==> src/verilog/adc_start_pkg.sv <==
// Summary of operation
// - Set done flag when conversion finishes
// - Done flag stays clear until next completion
// - Done flag sets on active bit falling edge
// - Active bit reads one while converting
// - Software start only with source code zero
// - Window flag sets on match, sticky
// - Three-bit source field in bits two..zero
// - Code 000 starts on a software write with bit four set
// - Code 001 starts on timer0 overflow
// - Code 011 timer1 overflow, tracking first
// - Code 101 starts on timer3 overflow
// - Track mode bit six selects low-power tracking
// - Low-power tracking lasts three SAR clocks
// - Code 100 tracks while strobe low
// - Code 100 converts on strobe rising edge
package adc_start_pkg;

  // ****************************************
  // Register map
  // ****************************************
  localparam logic [1:0] ADDR_CTRL = 2'h0;
  localparam logic [1:0] ADDR_CLEAR = 2'h1;

  // Control/status register bit positions
  localparam int BIT_TRACK_MODE = 6;
  localparam int BIT_DONE = 5;
  localparam int BIT_ACTIVE = 4;
  localparam int BIT_WINDOW = 3;
  localparam int SRC_MSB = 2;
  localparam logic [7:0] CTRL_RESET = 8'h00;

  // ****************************************
  // Timing
  // ****************************************
  localparam int TRACK_SAR_CLKS = 3;
  localparam logic [1:0] TRACK_LAST = 2'(TRACK_SAR_CLKS - 1);

  // ****************************************
  // Types
  // ****************************************
  typedef enum logic [2:0] {
    SRC_SOFTWARE = 3'b000,
    SRC_TIMER0 = 3'b001,
    SRC_TIMER2 = 3'b010,
    SRC_TIMER1 = 3'b011,
    SRC_STROBE = 3'b100,
    SRC_TIMER3 = 3'b101,
    SRC_RSVD6 = 3'b110,
    SRC_RSVD7 = 3'b111
  } start_source_select_t;

  typedef enum logic [1:0] {
    ST_IDLE = 2'b00,
    ST_TRACK = 2'b01,
    ST_CONVERT = 2'b10
  } conv_state_t;

  typedef struct packed {
    logic timer0_ovf;
    logic timer1_ovf;
    logic timer2_ovf;
    logic timer3_ovf;
  } timer_ovf_t;

  typedef struct packed {
    logic [1:0] addr;
    logic [7:0] wdata;
    logic wr;
    logic rd;
  } reg_req_t;

endpackage : adc_start_pkg

==> src/verilog/adc_conversion_start_control.sv <==
// Implementation choices: the strobed register port and the placing of the registers.
`timescale 1ns/100ps
module adc_conversion_start_control
(
  input wire logic core_clk,
  input wire logic rst,
  input adc_start_pkg::reg_req_t reg_req,
  output logic [7:0] reg_rdata,
  input adc_start_pkg::timer_ovf_t timer_ovf,
  input wire logic ext_convert_strobe,
  input wire logic sar_clk_tick,
  input wire logic conv_finished,
  input wire logic window_hit,
  output logic track_q_out,
  output logic convert_start,
  output logic conv_active_bit
);

  // ****************************************
  // Strobe synchroniser and edge detect
  // ****************************************
  logic strobe_meta_q, strobe_sync_q, strobe_prev_q;
  logic strobe_meta_d, strobe_sync_d, strobe_prev_d;
  logic strobe_rise;

  always_comb
  begin
    strobe_meta_d = ext_convert_strobe;
    strobe_sync_d = strobe_meta_q;
    strobe_prev_d = strobe_sync_q;
    strobe_rise = strobe_sync_q & ~strobe_prev_q;
  end

  always_ff @(posedge core_clk)
  begin
    if (rst)
    begin
      strobe_meta_q <= 1'b1;
      strobe_sync_q <= 1'b1;
      strobe_prev_q <= 1'b1;
    end
    else
    begin
      strobe_meta_q <= strobe_meta_d;
      strobe_sync_q <= strobe_sync_d;
      strobe_prev_q <= strobe_prev_d;
    end
  end

  // ****************************************
  // Control register and sequencer
  // ****************************************
  logic track_mode_select_q, track_mode_select_d;
  logic [2:0] start_source_select_q, start_source_select_d;
  logic conv_done_flag_q, conv_done_flag_d;
  logic window_match_flag_q, window_match_flag_d;
  adc_start_pkg::conv_state_t state_q, state_d;
  logic [1:0] track_cnt_q, track_cnt_d;
  logic [7:0] rdata_q, rdata_d;
  logic start_q, start_d;
  logic track_q, track_d;
  logic active_q, active_d;
  logic sw_write, sw_start, trigger, ctrl_wr, clr_wr;
  adc_start_pkg::start_source_select_t src;

  always_comb
  begin
    src = adc_start_pkg::start_source_select_t'(start_source_select_q);
    ctrl_wr = reg_req.wr && (reg_req.addr == adc_start_pkg::ADDR_CTRL);
    clr_wr = reg_req.wr && (reg_req.addr == adc_start_pkg::ADDR_CLEAR);
    sw_write = ctrl_wr && reg_req.wdata[adc_start_pkg::BIT_ACTIVE];
    // Writing 0 never starts anything
    sw_start = sw_write && (src == adc_start_pkg::SRC_SOFTWARE);
    case (src)
      adc_start_pkg::SRC_SOFTWARE: trigger = sw_start;
      adc_start_pkg::SRC_TIMER0: trigger = timer_ovf.timer0_ovf;
      adc_start_pkg::SRC_TIMER2: trigger = timer_ovf.timer2_ovf;
      adc_start_pkg::SRC_TIMER1: trigger = timer_ovf.timer1_ovf;
      adc_start_pkg::SRC_STROBE: trigger = strobe_rise;
      adc_start_pkg::SRC_TIMER3: trigger = timer_ovf.timer3_ovf;
      default: trigger = 1'b0;
    endcase

    track_mode_select_d = track_mode_select_q;
    start_source_select_d = start_source_select_q;
    if (ctrl_wr)
    begin
      track_mode_select_d = reg_req.wdata[adc_start_pkg::BIT_TRACK_MODE];
      start_source_select_d = reg_req.wdata[adc_start_pkg::SRC_MSB:0];
    end

    state_d = state_q;
    track_cnt_d = track_cnt_q;
    start_d = 1'b0;
    case (state_q)
      adc_start_pkg::ST_IDLE:
        if (trigger)
        begin
          // Strobe mode already tracked while pin was low
          if (track_mode_select_q && (src != adc_start_pkg::SRC_STROBE))
          begin
            state_d = adc_start_pkg::ST_TRACK;
            track_cnt_d = 2'h0;
          end
          else
          begin
            state_d = adc_start_pkg::ST_CONVERT;
            start_d = 1'b1;
          end
        end
      adc_start_pkg::ST_TRACK:
        if (sar_clk_tick)
        begin
          if (track_cnt_q == adc_start_pkg::TRACK_LAST)
          begin
            state_d = adc_start_pkg::ST_CONVERT;
            start_d = 1'b1;
          end
          else
            track_cnt_d = track_cnt_q + 2'h1;
        end
      adc_start_pkg::ST_CONVERT:
        if (conv_finished)
          state_d = adc_start_pkg::ST_IDLE;
      default: state_d = adc_start_pkg::ST_IDLE;
    endcase

    active_d = (state_d != adc_start_pkg::ST_IDLE);
    // Normal mode tracks whenever idle; low-power only in its phase
    if (track_mode_select_d && (start_source_select_d == 3'(adc_start_pkg::SRC_STROBE)))
      track_d = (state_d == adc_start_pkg::ST_IDLE) && !strobe_sync_q;
    else if (track_mode_select_d)
      track_d = (state_d == adc_start_pkg::ST_TRACK);
    else
      track_d = (state_d == adc_start_pkg::ST_IDLE);

    // Hardware set wins over a software clear in the same cycle
    conv_done_flag_d = conv_done_flag_q;
    window_match_flag_d = window_match_flag_q;
    if (clr_wr && reg_req.wdata[adc_start_pkg::BIT_DONE])
      conv_done_flag_d = 1'b0;
    if (clr_wr && reg_req.wdata[adc_start_pkg::BIT_WINDOW])
      window_match_flag_d = 1'b0;
    if ((state_q == adc_start_pkg::ST_CONVERT) && conv_finished)
      conv_done_flag_d = 1'b1;
    if (window_hit)
      window_match_flag_d = 1'b1;

    rdata_d = 8'h00;
    if (reg_req.rd && (reg_req.addr == adc_start_pkg::ADDR_CTRL))
    begin
      rdata_d[adc_start_pkg::BIT_TRACK_MODE] = track_mode_select_q;
      rdata_d[adc_start_pkg::BIT_DONE] = conv_done_flag_q;
      rdata_d[adc_start_pkg::BIT_ACTIVE] = active_q;
      rdata_d[adc_start_pkg::BIT_WINDOW] = window_match_flag_q;
      rdata_d[adc_start_pkg::SRC_MSB:0] = start_source_select_q;
    end
  end

  always_ff @(posedge core_clk)
  begin
    if (rst)
    begin
      track_mode_select_q <= adc_start_pkg::CTRL_RESET[adc_start_pkg::BIT_TRACK_MODE];
      start_source_select_q <= adc_start_pkg::CTRL_RESET[adc_start_pkg::SRC_MSB:0];
      conv_done_flag_q <= 1'b0;
      window_match_flag_q <= 1'b0;
      state_q <= adc_start_pkg::ST_IDLE;
      track_cnt_q <= 2'h0;
      rdata_q <= 8'h00;
      start_q <= 1'b0;
      track_q <= 1'b0;
      active_q <= 1'b0;
    end
    else
    begin
      track_mode_select_q <= track_mode_select_d;
      start_source_select_q <= start_source_select_d;
      conv_done_flag_q <= conv_done_flag_d;
      window_match_flag_q <= window_match_flag_d;
      state_q <= state_d;
      track_cnt_q <= track_cnt_d;
      rdata_q <= rdata_d;
      start_q <= start_d;
      track_q <= track_d;
      active_q <= active_d;
    end
  end

  assign reg_rdata = rdata_q;
  assign convert_start = start_q;
  assign track_q_out = track_q;
  assign conv_active_bit = active_q;

endmodule : adc_conversion_start_control

==> config.mk <==
export PLATFORM = sky130hd
export DESIGN_NAME = adc_conversion_start_control
export DESIGN_NICKNAME = d
export VERILOG_FILES = /design/src/verilog/adc_start_pkg.sv /design/src/verilog/adc_conversion_start_control.sv
export SDC_FILE = /design/constraint.sdc
export NUM_CORES = 1
export LEC_CHECK = 0
export ABC_AREA = 0
export BUFFER_PORTS_ARGS = -buffer_cell sky130_fd_sc_hd__buf_2
export CAP_MARGIN = 20
export CELL_PAD_IN_SITES_DETAIL_PLACEMENT = 1
export CELL_PAD_IN_SITES_GLOBAL_PLACEMENT = 2
export CORE_ASPECT_RATIO = 1.25
export CORE_UTILIZATION = 25
export CTS_CLUSTER_DIAMETER = 60
export DETAILED_ROUTE_END_ITERATION = 16
export GPL_TIMING_DRIVEN = 1
export PLACE_DENSITY_LB_ADDON = 0.12
export SLEW_MARGIN = 20
export SYNTH_ARGS = -nofsm -noshare
export SYNTH_HDL_FRONTEND = slang
export SYNTH_SLANG_ARGS = --single-unit
export TNS_END_PERCENT = 100
==> constraint.sdc <==
create_clock -name core_clk -period 1.6 [get_ports core_clk]
set_input_delay 0 -clock core_clk [delete_from_list [all_inputs] [get_ports core_clk]]
set_output_delay 0 -clock core_clk [all_outputs]
set_load 0.05 [all_outputs]
==> impl_metrics.tcl <==
set metrics [dict create \
    fillCellCount 426 \
    post_synth_fa_ha_maj_area_fraction_pct 1.29 \
    gr-usage-all-layers_pct 13.0 \
    postRouteWirelength_mm 2.37 \
    cts_buffers 3 \
    signed_area_change_from_the_synthesized_netlist_to_the_final_layout_pct 44.3 \
    fin_crit_sh_pct 105 \
    row_count 24 \
    yosysSeqAreaShare_pct 47.5 \
    post-place-ws_ns -0.222 \
    holdWs_ns 0.0128 \
    crit_path_setup_slack_layout_ns -0.0804 \
    setup.worst_path.start_class "flip-flop" \
    final_nets 169 \
    totalPowerFinal_w 0.00112 \
    powerDensity_nw_per_um2 804 \
    async_set_reset_flop_share_out_of_synthesis_pct 0 \
    drc 4 \
    tritoncts "yes" \
    synth_largest_type_area_fraction_pct 47.5 \
    floorplan.initialDensity_pct 26.9 \
    worst_clock_skew_ns 0.00378 \
    antenna-diode-count 0 \
    final_cell_count_no_fill 184 \
    syn_inst 99 \
    coreArea_um2 3600 \
    dominant_combinational_cell_family_by_area_after_synthesis "simple AND/OR/NAND/NOR gates" \
    route.detailed.vias_per_inst 4.64 \
    clkSlewWorstSetupHoldPaths_ns 0.08 \
    detail_route.first_pass.iterations 10 \
    route.vias.total 854 \
    synth_mux_area_share_pct 8.26 \
    worst_case_vdd_ir_drop_uv 346 \
    multi_input_area_um2 538 \
    synth-edff-count 0 \
    iter_0_drt_violations 21 \
    port_buffers 30 \
    die_x_um 57.7 \
    share_of_power_burned_in_combinational_logic_pct 14.4 \
    most_frequent_cells_after_synthesis "sky130_fd_sc_hd__dfxtp_1, sky130_fd_sc_hd__nor2_1, sky130_fd_sc_hd__and2_1, sky130_fd_sc_hd__mux2i_1" \
    synthesized_net_count 122 \
    critical_path_peak_fanout 5 \
    dp.cells 175 \
    critical_path_arrival_ns 1.84 \
    cts_htree_levels 1 \
    grt_pass1_vias 880 \
    maxCapViolations 0 \
    violated_checks "design-rule violations, negative setup slack" \
    clock_tree.buffer_depth 2 \
    maxSlewViolCount 0 \
    dpl_hpwl_mm 1.85 \
    synth_most_common_cell "sky130_fd_sc_hd__dfxtp_1" \
    p_int_w 0.000843 \
    postSynthAreaPerCell_um2 9.79 \
    grt_first_pass_wirelength_mm 4.04 \
    swShare_pct 25.0 \
    power.net_switching_w 0.000281 \
    globalRouteOverflowTotal 0 \
    setup_violations_final 4 \
    maximum_number_of_pins_on_one_net_before_global_route_repair 17 \
    synth_compound_gate_area_share_pct 9.94 \
    status "complete, but fails checks" \
    die-height_um 71.6 \
    die_area_um2 4130 \
    drtAntennaViolNets 0 \
    max_clock_freq_mhz 595 \
    globalplace.congestion 0.789 \
    timing.critical_path.to_type "flip-flop" \
    final.min_clock_period_ns 1.68 \
    cellLeakagePower_nw 0.589 \
    detail_route.wl_per_cell_um 12.9 \
    hold_violations 0 \
    synth-warning-count 0 \
    clock_root_cell "sky130_fd_sc_hd__clkbuf_8" \
    clockPowerShare_pct 32.4 \
    seqPwrFrac_pct 53.3 \
    layout.area.seq_um2 472 \
    floorplan.io_pins 33 \
    tritoncts_num_sinks 23 \
    layout-drive-gt1-share_pct 45.5 \
    synth_xor_xnor_area_share_pct 0 \
    synthesis.area_um2 970 \
    antenna_found_initial 0 \
    synth.largest_area_cell "sky130_fd_sc_hd__dfxtp_1" \
    synth_cell_types 31 \
    yosys.area_share.simple_pct 29.2 \
    ys_seq_elements 23 \
    criticalPathCategory "reg2reg" \
    rsz0062_at_grt "true" \
    postSynth.topFlopCell "sky130_fd_sc_hd__dfxtp_1" \
    synth.top_cells.by_area "sky130_fd_sc_hd__dfxtp_1, sky130_fd_sc_hd__mux2i_1, sky130_fd_sc_hd__nor2_1" \
    insertion_delay_ns 0.26 \
    cp.required_ns 1.76 \
    hold_path_class "in2reg" \
]
[cell families (layout without fill, tap and decap cells)]
logic type	count (synthesis)	count (layout)
AND/OR/NAND/NOR	48	48
flip-flops	23	23
AO/OA/AOI/OAI	12	12
multiplexers	8	8
buffers and inverters	6	52
adder cells (fa/ha/maj)	1	1
other	1	1
[power by group through the flow]
| stage | combinational [W] | clock [W] | sequential (W) |
|---|---|---|---|
| after floorplan | 0.0000605 | 0 | 0.000632 |
| after global placement | 0.000140 | 0 | 0.000614 |
| after detailed placement | 0.000142 | 0 | 0.000614 |
| after CTS | 0.000160 | 0.000380 | 0.000598 |
| after global routing | 0.000178 | 0.000405 | 0.000602 |
| final | 0.000162 | 0.000364 | 0.000599 |
[final cells by class]
cell class	count	share of cell area (%)
flip-flops and latches	23	33.7
inverters	2	0.537
clock buffers	4	3.22
repair buffers	46	20.6
well taps	39	3.49
multi-input cells	70	38.5
[critical path: stages, from the launching register on]
cell and delay (ns):
sky130_fd_sc_hd__dfxtp_4 0.37, sky130_fd_sc_hd__buf_6 0.12, sky130_fd_sc_hd__or3b_4 0.36, sky130_fd_sc_hd__and2_4 0.16, sky130_fd_sc_hd__o311ai_4 0.09, sky130_fd_sc_hd__a21o_1 0.20
sky130_fd_sc_hd__mux2i_1 0.22, sky130_fd_sc_hd__nor3b_2 0.06
[cell usage in the layout (no fill, tap or decap), types with 2 or more instances in the layout]
cell type	synthesis	layout
sky130_fd_sc_hd__or3b_4	0	2
sky130_fd_sc_hd__dfxtp_4	0	3
sky130_fd_sc_hd__nor3_1	3	2
sky130_fd_sc_hd__nand4b_1	2	2
sky130_fd_sc_hd__dlygate4sd3_1	0	4
sky130_fd_sc_hd__nor3b_2	1	2
sky130_fd_sc_hd__buf_4	1	10
sky130_fd_sc_hd__buf_2	0	30
sky130_fd_sc_hd__or2_2	3	3
sky130_fd_sc_hd__inv_1	2	2
sky130_fd_sc_hd__and2_1	8	7
sky130_fd_sc_hd__mux2i_1	8	7
sky130_fd_sc_hd__buf_6	1	2
sky130_fd_sc_hd__nand2_1	3	3
sky130_fd_sc_hd__clkbuf_8	0	3
sky130_fd_sc_hd__nor2_1	18	17
sky130_fd_sc_hd__a21oi_1	3	3
sky130_fd_sc_hd__dfxtp_1	23	20
[per-stage QoR]
stage                     utilization [%]  TNS [ns]  instance area [um2]
final                                38.8    -0.249                 1400
after global routing                 38.8    -0.820                 1400
after CTS                            38.3    -0.305                 1380
after detailed placement             34.1    -0.862                 1230
after global placement               34.1    -0.590                 1230
after floorplan                         -   -0.0129                  972
[worst paths after layout]
path | start | end | slack, ns | cells past startpoint
worst max register to register | src[1] | track_q_out | -0.08 | 7
worst min-delay path | reg_req[4] | src[2] | 0.01 | 3
worst max-delay path | src[1] | track_q_out | -0.08 | 7
worst min register to register | strobe_meta_q | strobe_prev_d | 0.42 | 1
[registers in the layout, summed over array words and instances, names as in the netlist]
signal,cells
reg_rdata,7
src,3
state_q,2
track_cnt_q,2
conv_active_bit,1
conv_done_flag_q,1
convert_start,1
strobe_meta_q,1
strobe_prev_d,1
strobe_prev_q,1
track_mode_select_q,1
track_q_out,1
window_match_flag_q,1
[routing by layer]
| metal | vias to the layer above | global-route usage [%] | wire length, um |
|---|---|---|---|
| li1 | 430 | - | - |
| met1 | 397 | 16.3 | 1040 |
| met2 | 22 | 20.8 | 1180 |
| met3 | 5 | 2.35 | 96 |
| met4 | 0 | 7.41 | 56 |
| met5 | - | 0 | 0 |
[timing repair]
item                                   in CTS  in global routing
endpoints found under the hold margin       4                  0
setup endpoints to repair                   6                  6
hold buffers                                4                  0
buffers inserted                            1                  0
resized for setup                          17                  3
pin swaps                                  12                  6
No activity file was read; power rests on OpenSTA's default activity.
